`src/pmp_pkg.sv`:
```
// Purpose: constants shared by the port pin configuration block
// Assumes: 8-bit cpu register file port, one clock
// Notes: offsets are cpu register-file addresses
package pmp_pkg;
    // register addresses
    localparam logic [7:0] ADDR_P1_IRQ_ENABLE = 8'hE6;
    localparam logic [7:0] ADDR_P1_IRQ_PENDING = 8'hE7;
    localparam logic [7:0] ADDR_P2_MODE_HIGH = 8'hE8;
    localparam logic [7:0] ADDR_P2_MODE_LOW = 8'hE9;
    localparam logic [7:0] ADDR_P3_MODE_HIGH = 8'hEA;
    localparam logic [7:0] ADDR_P3_MODE_LOW = 8'hEB;
    localparam logic [7:0] ADDR_PG2_CONTROL = 8'hEF;
    // reset value of every register
    localparam logic [7:0] REG_RESET = 8'h00;
    // drive type bits inside the port group two control
    localparam int PG2_SER1_OD_BIT = 7;
    localparam int PG2_SER0_OD_BIT = 6;
    // port three pins with alternate functions
    localparam int P3_SER1_DIN_PIN = 6;
    localparam int P3_SER1_DOUT_PIN = 5;
    localparam int P3_SER1_CLK_PIN = 4;
    localparam int P3_SER0_DIN_PIN = 3;
    localparam int P3_SER0_DOUT_PIN = 2;
    localparam int P3_SER0_CLK_PIN = 1;
    localparam int P3_BUZZER_PIN = 0;
    // two-bit pin mode codes
    localparam logic [1:0] MODE_INPUT = 2'h0;
    localparam logic [1:0] MODE_ALT1 = 2'h1;
    localparam logic [1:0] MODE_ALT2 = 2'h2;
    localparam logic [1:0] MODE_PUSH_PULL = 2'h3;
    // port one edge select codes
    localparam logic [1:0] EDGE_FALLING = 2'h0;
    localparam logic [1:0] EDGE_RISING = 2'h1;
    localparam logic [1:0] EDGE_BOTH = 2'h2;
endpackage

```
`src/pmp_edge_if.sv`:
```
// Purpose: carries one interrupt pin between top and edge detector
// Assumes: edge_sel is stable configuration
// Notes: hit is a one-cycle pulse
`timescale 1ns/10ps
interface pmp_edge_if;
    logic [1:0] edge_sel;
    logic pin_raw;
    logic hit;
    modport det (input edge_sel, input pin_raw, output hit);
    modport ctl (output edge_sel, output pin_raw, input hit);
endinterface

```
`src/pmp_edge_det.sv`:
```
// Purpose: synchronise one interrupt pin and detect the chosen edge
// Assumes: pin is asynchronous to i_sys_clk
// Notes: output mode code never reports an edge
`timescale 1ns/10ps
module pmp_edge_det (
    // clock and reset
    input wire logic i_sys_clk,
    input wire logic i_rst,
    // pin and edge report
    pmp_edge_if.det ep
);
    typedef struct packed {
        logic sync1;
        logic sync2;
        logic prev;
        logic [2:0] armed;
    } pmp_edge_state_t;

    pmp_edge_state_t st, next_st;
    logic rise, fall;

    // two-flop synchroniser, then previous sample
    always_comb begin
        next_st = st;
        next_st.sync1 = ep.pin_raw;
        next_st.sync2 = st.sync1;
        next_st.prev = st.sync2;
        // fills with ones once the history holds real pin samples
        next_st.armed = {st.armed[1:0], 1'b1};
    end

    always_ff @(posedge i_sys_clk or posedge i_rst) begin
        if (i_rst) begin
            st <= '0;
        end else begin
            st <= next_st;
        end
    end

    // history is cleared by reset, so edges wait for three samples;
    // otherwise a pin idling high would report a false rise
    assign rise = st.armed[2] & st.sync2 & ~st.prev;
    assign fall = st.armed[2] & ~st.sync2 & st.prev;

    always_comb begin
        case (ep.edge_sel)
            pmp_pkg::EDGE_FALLING: ep.hit = fall;
            pmp_pkg::EDGE_RISING: ep.hit = rise;
            pmp_pkg::EDGE_BOTH: ep.hit = rise | fall;
            default: ep.hit = 1'b0;
        endcase
    end
endmodule

```
`src/pmp_port_cfg.sv`:
```
// Purpose: port one pending flags, port two and three pin configuration
// Assumes: cpu register port, access valid for one cycle per strobe
// Notes: pin drive outputs are registered, two cycles after a write
`timescale 1ns/10ps
module pmp_port_cfg (
    // clock and reset
    input wire logic i_sys_clk,
    input wire logic i_rst,
    // cpu register port
    input wire logic [7:0] i_reg_addr,
    input wire logic i_reg_direct,
    input wire logic i_reg_wr,
    input wire logic i_reg_rd,
    input wire logic [7:0] i_reg_wdata,
    output logic [7:0] o_reg_rdata,
    output logic o_reg_hit,
    // port one interrupt pins and edge selection
    input wire logic [7:0] i_p1_pin,
    input wire logic [15:0] i_p1_edge_sel,
    output logic [7:0] o_p1_irq_req,
    // port two pins
    input wire logic [7:0] i_p2_data,
    output logic [7:0] o_p2_out,
    output logic [7:0] o_p2_oe,
    output logic [7:0] o_p2_pullup,
    output logic [7:0] o_analog_channel_sel,
    // port three pins
    input wire logic [7:0] i_p3_pin,
    input wire logic [7:0] i_p3_data,
    output logic [7:0] o_p3_out,
    output logic [7:0] o_p3_oe,
    output logic [7:0] o_p3_pullup,
    // serial units and buzzer
    input wire logic i_serial0_data_out,
    input wire logic i_serial0_clock_out,
    input wire logic i_serial1_data_out,
    input wire logic i_serial1_clock_out,
    input wire logic i_buzzer_output,
    output logic o_serial0_data_in,
    output logic o_serial0_clock_in,
    output logic o_serial1_data_in,
    output logic o_serial1_clock_in
);
    typedef struct packed {
        // cpu-visible registers
        logic [7:0] pending;
        logic [7:0] enable;
        logic [7:0] p2_high;
        logic [7:0] p2_low;
        logic [7:0] p3_high;
        logic [7:0] p3_low;
        logic [7:0] pg2;

        // read port
        logic [7:0] rdata;
        logic hit;

        // port three pin synchroniser
        logic [7:0] p3_s1;
        logic [7:0] p3_s2;

        // registered pin drive
        logic [7:0] p2_out;
        logic [7:0] p2_oe;
        logic [7:0] p2_pu;
        logic [7:0] adc;
        logic [7:0] p3_out;
        logic [7:0] p3_oe;
        logic [7:0] p3_pu;

        // serial unit inputs
        logic s0_din;
        logic s0_clk;
        logic s1_din;
        logic s1_clk;
    } pmp_top_state_t;

    pmp_top_state_t st, next_st;
    logic [7:0] edge_hit;
    logic wr_ok, rd_ok;
    logic [15:0] p2_modes, p3_modes;

    // edge detectors for the eight interrupt lines
    genvar g;
    generate
        for (g = 0; g < 8; g++) begin : gen_edge
            pmp_edge_if eif ();
            assign eif.pin_raw = i_p1_pin[g];
            assign eif.edge_sel = i_p1_edge_sel[2*g +: 2];
            assign edge_hit[g] = eif.hit;
            pmp_edge_det u_det (
                .i_sys_clk(i_sys_clk),
                .i_rst(i_rst),
                .ep(eif.det)
            );
        end
    endgenerate

    assign wr_ok = i_reg_wr & i_reg_direct;
    assign rd_ok = i_reg_rd & i_reg_direct;

    assign p2_modes = {st.p2_high, st.p2_low};
    assign p3_modes = {st.p3_high, st.p3_low};

    // register writes, pending update and pin configuration
    always_comb begin
        logic [1:0] m;
        logic alt_val;
        logic alt_od;
        logic alt_ok;
        logic [7:0] clr;
        m = 2'h0;
        alt_val = 1'b0;
        alt_od = 1'b0;
        alt_ok = 1'b0;
        clr = 8'h00;
        next_st = st;

        // pin input synchroniser, two flops before any use
        next_st.p3_s1 = i_p3_pin;
        next_st.p3_s2 = st.p3_s1;

        if (wr_ok && i_reg_addr == pmp_pkg::ADDR_P1_IRQ_PENDING) begin
            clr = ~i_reg_wdata;
        end
        // an edge in the same cycle as a clear keeps the flag, so a request
        // arriving while software clears an older one is never lost
        // set beats clear, ones ignored
        next_st.pending = (st.pending & ~clr) | edge_hit;

        // plain register writes
        if (wr_ok) begin
            case (i_reg_addr)
                pmp_pkg::ADDR_P1_IRQ_ENABLE: next_st.enable = i_reg_wdata;
                pmp_pkg::ADDR_P2_MODE_HIGH: next_st.p2_high = i_reg_wdata;
                pmp_pkg::ADDR_P2_MODE_LOW: next_st.p2_low = i_reg_wdata;
                pmp_pkg::ADDR_P3_MODE_HIGH: next_st.p3_high = i_reg_wdata;
                pmp_pkg::ADDR_P3_MODE_LOW: next_st.p3_low = i_reg_wdata;
                pmp_pkg::ADDR_PG2_CONTROL: next_st.pg2 = i_reg_wdata;
                default: ;
            endcase
        end

        // read data, unmapped addresses answer zero
        // data is taken from the registers as they stand before this edge
        next_st.hit = 1'b0;
        if (rd_ok) begin
            next_st.hit = 1'b1;
            case (i_reg_addr)
                pmp_pkg::ADDR_P1_IRQ_ENABLE: next_st.rdata = st.enable;
                pmp_pkg::ADDR_P1_IRQ_PENDING: next_st.rdata = st.pending;
                pmp_pkg::ADDR_P2_MODE_HIGH: next_st.rdata = st.p2_high;
                pmp_pkg::ADDR_P2_MODE_LOW: next_st.rdata = st.p2_low;
                pmp_pkg::ADDR_P3_MODE_HIGH: next_st.rdata = st.p3_high;
                pmp_pkg::ADDR_P3_MODE_LOW: next_st.rdata = st.p3_low;
                pmp_pkg::ADDR_PG2_CONTROL: next_st.rdata = st.pg2;
                default: begin
                    next_st.rdata = 8'h00;
                    next_st.hit = 1'b0;
                end
            endcase
        end

        // port two pins
        for (int i = 0; i < 8; i++) begin
            m = p2_modes[2*i +: 2];
            next_st.p2_pu[i] = (m == pmp_pkg::MODE_ALT1);
            next_st.adc[i] = (m == pmp_pkg::MODE_ALT2);
            next_st.p2_oe[i] = (m == pmp_pkg::MODE_PUSH_PULL);
            next_st.p2_out[i] = (m == pmp_pkg::MODE_PUSH_PULL) & i_p2_data[i];
        end

        // port three pins
        for (int i = 0; i < 8; i++) begin
            m = p3_modes[2*i +: 2];
            alt_ok = 1'b1;
            case (i)
                pmp_pkg::P3_SER1_DOUT_PIN: begin
                    alt_val = i_serial1_data_out;
                    alt_od = st.pg2[pmp_pkg::PG2_SER1_OD_BIT];
                end
                pmp_pkg::P3_SER1_CLK_PIN: begin
                    alt_val = i_serial1_clock_out;
                    alt_od = st.pg2[pmp_pkg::PG2_SER1_OD_BIT];
                end
                pmp_pkg::P3_SER0_DOUT_PIN: begin
                    alt_val = i_serial0_data_out;
                    alt_od = st.pg2[pmp_pkg::PG2_SER0_OD_BIT];
                end
                pmp_pkg::P3_SER0_CLK_PIN: begin
                    alt_val = i_serial0_clock_out;
                    alt_od = st.pg2[pmp_pkg::PG2_SER0_OD_BIT];
                end
                pmp_pkg::P3_BUZZER_PIN: begin
                    alt_val = i_buzzer_output;
                    alt_od = 1'b0;
                end
                // pins 7, 6 and 3 have no alternate output
                default: begin
                    alt_val = 1'b0;
                    alt_od = 1'b0;
                    alt_ok = 1'b0;
                end
            endcase
            next_st.p3_pu[i] = 1'b0;
            case (m)
                pmp_pkg::MODE_ALT1: begin
                    // open-drain drives low only
                    next_st.p3_out[i] = 1'b0;
                    next_st.p3_oe[i] = ~i_p3_data[i];
                    next_st.p3_pu[i] = (i == pmp_pkg::P3_SER1_CLK_PIN);
                end
                pmp_pkg::MODE_ALT2: begin
                    next_st.p3_out[i] = alt_ok & ~alt_od & alt_val;
                    next_st.p3_oe[i] = alt_ok & (~alt_od | ~alt_val);
                end
                pmp_pkg::MODE_PUSH_PULL: begin
                    next_st.p3_out[i] = i_p3_data[i];
                    next_st.p3_oe[i] = 1'b1;
                end
                default: begin
                    next_st.p3_out[i] = 1'b0;
                    next_st.p3_oe[i] = 1'b0;
                end
            endcase
        end

        // pin 6 feeds serial one data in code 00
        next_st.s1_din = (st.p3_high[5:4] == pmp_pkg::MODE_INPUT) &
            st.p3_s2[pmp_pkg::P3_SER1_DIN_PIN];
        // pin 4 feeds serial one clock in code 00
        next_st.s1_clk = (st.p3_high[1:0] == pmp_pkg::MODE_INPUT) &
            st.p3_s2[pmp_pkg::P3_SER1_CLK_PIN];
        // pin 3 feeds serial zero data in code 00
        next_st.s0_din = (st.p3_low[7:6] == pmp_pkg::MODE_INPUT) &
            st.p3_s2[pmp_pkg::P3_SER0_DIN_PIN];
        // pin 1 feeds serial zero clock in code 00
        next_st.s0_clk = (st.p3_low[3:2] == pmp_pkg::MODE_INPUT) &
            st.p3_s2[pmp_pkg::P3_SER0_CLK_PIN];
    end

    // state register
    // reset clears every register and drive, so all pins float as inputs
    always_ff @(posedge i_sys_clk or posedge i_rst) begin
        if (i_rst) begin
            st <= '0;
        end else begin
            st <= next_st;
        end
    end

    // outputs
    assign o_reg_rdata = st.rdata;
    assign o_reg_hit = st.hit;
    assign o_p1_irq_req = st.pending & st.enable;

    // port two drive
    assign o_p2_out = st.p2_out;
    assign o_p2_oe = st.p2_oe;
    assign o_p2_pullup = st.p2_pu;
    assign o_analog_channel_sel = st.adc;

    // port three drive
    assign o_p3_out = st.p3_out;
    assign o_p3_oe = st.p3_oe;
    assign o_p3_pullup = st.p3_pu;

    // serial unit inputs, zero unless the pin is in code 00
    assign o_serial0_data_in = st.s0_din;
    assign o_serial0_clock_in = st.s0_clk;
    assign o_serial1_data_in = st.s1_din;
    assign o_serial1_clock_in = st.s1_clk;
endmodule

```
`config.mk`:
```
export PLATFORM = sky130hd
export DESIGN_NAME = pmp_port_cfg
export DESIGN_NICKNAME = d
export VERILOG_FILES = /design/src/pmp_pkg.sv /design/src/pmp_edge_if.sv /design/src/pmp_edge_det.sv /design/src/pmp_port_cfg.sv
export SDC_FILE = /design/constraint.sdc
export NUM_CORES = 1
export LEC_CHECK = 0
export ABC_AREA = 1
export BUFFER_PORTS_ARGS = -buffer_cell sky130_fd_sc_hd__buf_2
export CORE_ASPECT_RATIO = 0.7
export CORE_MARGIN = 2
export CORE_UTILIZATION = 42
export DETAILED_ROUTE_END_ITERATION = 8
export GPL_TIMING_DRIVEN = 1
export PLACE_DENSITY = 0.66
export SYNTH_ARGS = -nofsm -noshare
export SYNTH_HDL_FRONTEND = slang
export SYNTH_HIERARCHICAL = 1
export SYNTH_SLANG_ARGS = --single-unit
export TNS_END_PERCENT = 100
```
`constraint.sdc`:
```
create_clock -name i_sys_clk -period 3.4 [get_ports i_sys_clk]
set_input_delay 0.17 -clock i_sys_clk [delete_from_list [all_inputs] [get_ports i_sys_clk]]
set_output_delay 0.17 -clock i_sys_clk [all_outputs]
set_load 0.01 [all_outputs]
```
# Yosys cells after proc, flatten, opt, wreduce, memory -nomap -nowiden
# Cells that the tools add are included.
# totals
out_inout_bits	77
reg_bits	180
wordCells	269
input_bits	74
# classes
bitwise_logic	97
eq_ne	68
reduce_logical	21
mux	29
# ops
cell	count
$eq A2 B2 Y1 const B	37
$eq A8 B8 Y1 const B	7
$pmux W8 S7	1
$and A1 B1 Y1	50
$eq A2 B1 Y1 const B	24
$pmux W1 S3	12
$not A1 Y1	30
$logic_not A2 Y1	12
$pmux W1 S2	9
$and A8 B8 Y8	2
$not A8 Y8	2
$or A1 B1 Y1	12
$reduce_and A2 Y1	6
$mux W8	1
$or A8 B8 Y8	1
$reduce_or A7 Y1	1
$mux W1	6
$reduce_or A2 Y1	1
$logic_and A1 B1 Y1	1

# Depth between registers and ports, before layout
# depth
ltp_word	6
mapped_depth	11
mapped_depth_nobuf	9

# By module
# Netlist, hierarchy kept.
# by_module_without_submodules
mod	seq_area_each_um2	area_per_inst_um2	n_inst	cells_each
pmp_port_cfg	3153.0	5933.2	1	643
pmp_edge_det	150.1	202.7	8	19

# Least setup slack after synthesis
# Ideal clock, no wire load.
# synth_path
path_type	input to register
startpoint	input port i_reg_addr[4]
endpoint	register st[133] (netlist name)
arrival_time_ps	1060
setup_time_ps	118
t_required_ps	3282
slack_ps	2222
n_path_buf	2
path_stages	9
cell_sequence	inv_1 nand2_1 nor2_4 buf_12 buf_12 nand2_4 nor2_8 nand2_1 a21o_1
# synth_rtl
item	line_no	rtl
start: declaration	pmp_port_cfg.sv:10	input wire logic [7:0] i_reg_addr,
end signal: assignment	pmp_port_cfg.sv:248	st <= next_st;
end: declaration	pmp_port_cfg.sv:78	pmp_top_state_t st, next_st;

# Final worst setup path
# layout_path
startpoint	input port i_reg_addr[4]
endpoint	register st, in the netlist o_reg_rdata[0]
# layout_between
elab_chain_len	2
elab_cells_between_ends	8
cone_classes	eq/ne: 7; mux: 1
# layout_rtl
item	line_no	rtl
$eq A8 B8 Y1	pmp_port_cfg.sv:149	case (i_reg_addr)
$pmux W8 S7 (*)	pmp_port_cfg.sv:149	
# Every way passes the cells marked *; elsewhere a longest branch is shown, timed or not.
# A chain may end at the register's enable or synchronous reset.

==> flow_summary.yaml <==
status:
  status: "finished, final reports clean"
synthesis:
  dominantRegCellSynth: "dfrtp_1"
  yosys_warnings: 6
  synth_area_per_cell_um2: 9.503
  async_flop_share_pct: 100.0
  ys_types: 26
  yosysMostFrequentCell: "nand2_1"
  synthTopCellsByArea: "dfrtp_1 (58%), nand2_1 (9.3%), buf_4 (6.8%)"
  synth.top_cell.area_share_pct: 57.63
  synth-seq-cells: 174
  synthCells: 795
  yosysSeqAreaShare_pct: 57.63
  synth_edf_count: 0
  yosysTopAreaCell: "dfrtp_1"
  syn_area_um2: 7555
  synthTopCellsByCount: "nand2_1 (188), dfrtp_1 (174), inv_1 (105), nor2_1 (71), buf_4 (68)"
timing:
  fin_setup_tns_ns: 0
  report.final.hold_viol_count: 0
  relSlewSlack_pct: 36.90
  final.setup_skew_ns: 0.008188
  fmax_mhz: 622.9
  report.final.slew_viol_count: 0
  rsz0062_at_grt: "false"
  fin_crit_ns: 1.605
  final.period_utilization_pct: 47.22
  worst_pin_slew_ns: 0.9443
  setup_violations: 0
power:
  p_comb_share_pct: 7.6
  ir_worst_vdd_mv: 0.2928
  p_int_uw: 3415
  pwr-share-clk_pct: 43.4
  seqPwrFrac_pct: 49.0
  power.leakage_uw: 0.004915
  p_per_area_nw_per_um2: 513.0
  swShare_pct: 24.53
  power_switching_uw: 1110
place:
  io_buffers: 139
  dpl.hpwl_um: 11570
  routabilityCongestion: 0.8165
  place_inst: 1098
routing:
  drtIter0Drc: 433
  wl_um: 16220
  drt-pass1-iter-count: 5
  routed-via-count: 5172
  avgRoutedWirePerCell_um: 14.05
  vias_per_cell: 4.482
  route.detailed.drc: 0
  antenna_left: 0
critical_path:
  cpPeakStageDelay_ns: 0.72
  end_kind: "flip-flop"
  arrival_ns: 1.97
  crit_path_top_delay_cell: "nor2_4"
  startpoint: "i_reg_addr[4]"
  reg2reg_depth: 6
  timing.rr.start: "p3_modes[6]"
  path_class: "input port to flip-flop"
  required_ns: 3.76
  cp_max_fo: 32
  path_buf_inv: 3
  startpoint_type: "input port"
  path_cells: "buf_2 > inv_1 > nand2_1 > nor2_4 > buf_4 > nand3_1 > nand2_1 > nor2_1 > nand2_1 > nand2_1 > nand2_1"
  cp_top_family: "simple AND/OR/NAND/NOR gates"
  r2r_end: "o_reg_rdata[6]"
  crit_top_cell: "nand2_1"
  r2r_slack_ns: 2.29
global_routing:
  grt_pass1_vias: 5041
  antenna_found_initial: 0
  grt_use_total_pct: 18.17
  grt_max_degree: 127
  grt-ovfl-total: 0
  grt_pass1_wl_um: 25920
finish:
  multi_input_area_um2: 2205
  diodes: 0
  fin_nets: 984
  finalCoreUtilization_pct: 50.79
  regArea_um2: 4354
  fillers: 1598
  stdcell_count: 1154
  synthToLayoutAreaGrowth_pct: 16.74
  drive_gt1_share_pct: 23.73
min_path:
  hold_start: "i_p3_data[0]"
  hold_end: "o_p3_out[0]"
  hp-class: "input port to flip-flop"
  holdPathStages: 3
clock_tree:
  cts_tree: "done"
  cts_buffers: 17
  path_clk_slew_ns: 0.07
  numClockSinks: 174
  post_cts_buffers: 0
  clock_latency_ns: 0.43
  root_buffer: "clkbuf_16"
  clk_path_buf_depth: 2
  cts_max_level: 4
floorplan:
  die_w_um: 164.3
  start_util_pct: 43.50
  dieArea_um2: 19090
  io_pins: 151
  core_um2: 17370
  rows: 40
  die_height_um: 116.2
run:
  max_cap_violations: 0
-- cells in the final DEF, fill, tap and decap left out, types with 9 or more instances in the layout --
master	n
nor2_1	71
nand2_4	9
clkbuf_16	17
o21ai_2	9
dfrtp_1	174
nand2_1	188
inv_1	104
conb_1	15
dlygate4sd3_1	24
o21ai_0	32
buf_2	139
nand3_1	62
-- through the flow --
step	setup WS, ns	hold slack [ns]	cell area [µm²]	power, µW
2_1_floorplan	1.677	-0.03904	7581	2480
3_3_place_gp	1.421	0.2164	7980	2575
3_5_place_dp	1.383	0.2185	7980	2585
4_1_cts	1.823	0.002586	8820	4582
5_1_grt	1.598	0.01796	8820	4717
6_report	1.795	0.01779	8820	4525
-- layout make-up --
cell class	count	area share, %
clock buffers	19	5.022
clock inverters	13	1.773
inverters	106	4.554
multi-input cells	445	25.00
flip-flops and latches	174	49.37
well taps	231	3.277
repair buffers	166	11.01
-- timing repair --
| action | 4_1_cts | 5_1_grt |
|---|---|---|
| endpoints found under the setup margin | 0 | 0 |
| hold endpoints to repair | 74 | 0 |
| hold buffers | 24 | 0 |
| gates resized for setup | 0 | 0 |
-- metal layers --
layer  routed length (µm)  up-vias  part of all wire (%)  GRT usage [%]
li1                     -     2584                     -              -
met3                 1112       15                   6.9          5.327
met1                 7751     2435                    48          25.66
met5                    0        -                     0              0
met2                 7152      138                    44          27.64
met4                  201        0                   1.2          4.795
-- cell families after synthesis --
kind of cell | count (synthesis) | synth area share (%)
buf+inv | 182 | 13.48
other cells | 9 | 0.4471
flops | 174 | 57.64
simple gates | 362 | 22.99
compound gates | 68 | 5.449
-- power by group through the flow --
stage	Combinational [µW]	Clock (µW)	Sequential, µW
2_1_floorplan	239	0	2240
3_3_place_gp	325	0	2250
3_5_place_dp	331	0	2250
4_1_cts	353	2010	2210
5_1_grt	394	2100	2230
6_report	346	1960	2210
-- registers in the layout, indices dropped and copies added, names as in the netlist --
signal,count
gen_edge.u_det/next_st,32
gen_edge.u_det/st,16
next_st,4
o_analog_channel_sel,8
o_p2_oe,8
o_p2_out,8
o_p2_pullup,8
o_p3_oe,8
o_p3_out,8
o_p3_pullup,1
o_reg_hit,1
o_reg_rdata,8
o_serial0_clock_in,1
o_serial0_data_in,1
o_serial1_clock_in,1
o_serial1_data_in,1
p2_modes,16
p3_modes,16
st,28
-- worst max path at each step --
stage               slack [ns]        endpoint  cells after the start
floorplan                 1.68     next_st[61]                      1
global placement          1.42  o_reg_rdata[1]                     11
detailed placement        1.38  o_reg_rdata[0]                     11
CTS                       1.82  o_reg_rdata[1]                     11
global route              1.60  o_reg_rdata[0]                     11
finish                    1.79  o_reg_rdata[0]                     11
-- worst min-delay path: stages --
cell	delay, ns
buf_2	0.08
nor2_1	0.05
nor2_1	0.10
Power figures use the tool's default switching activity.
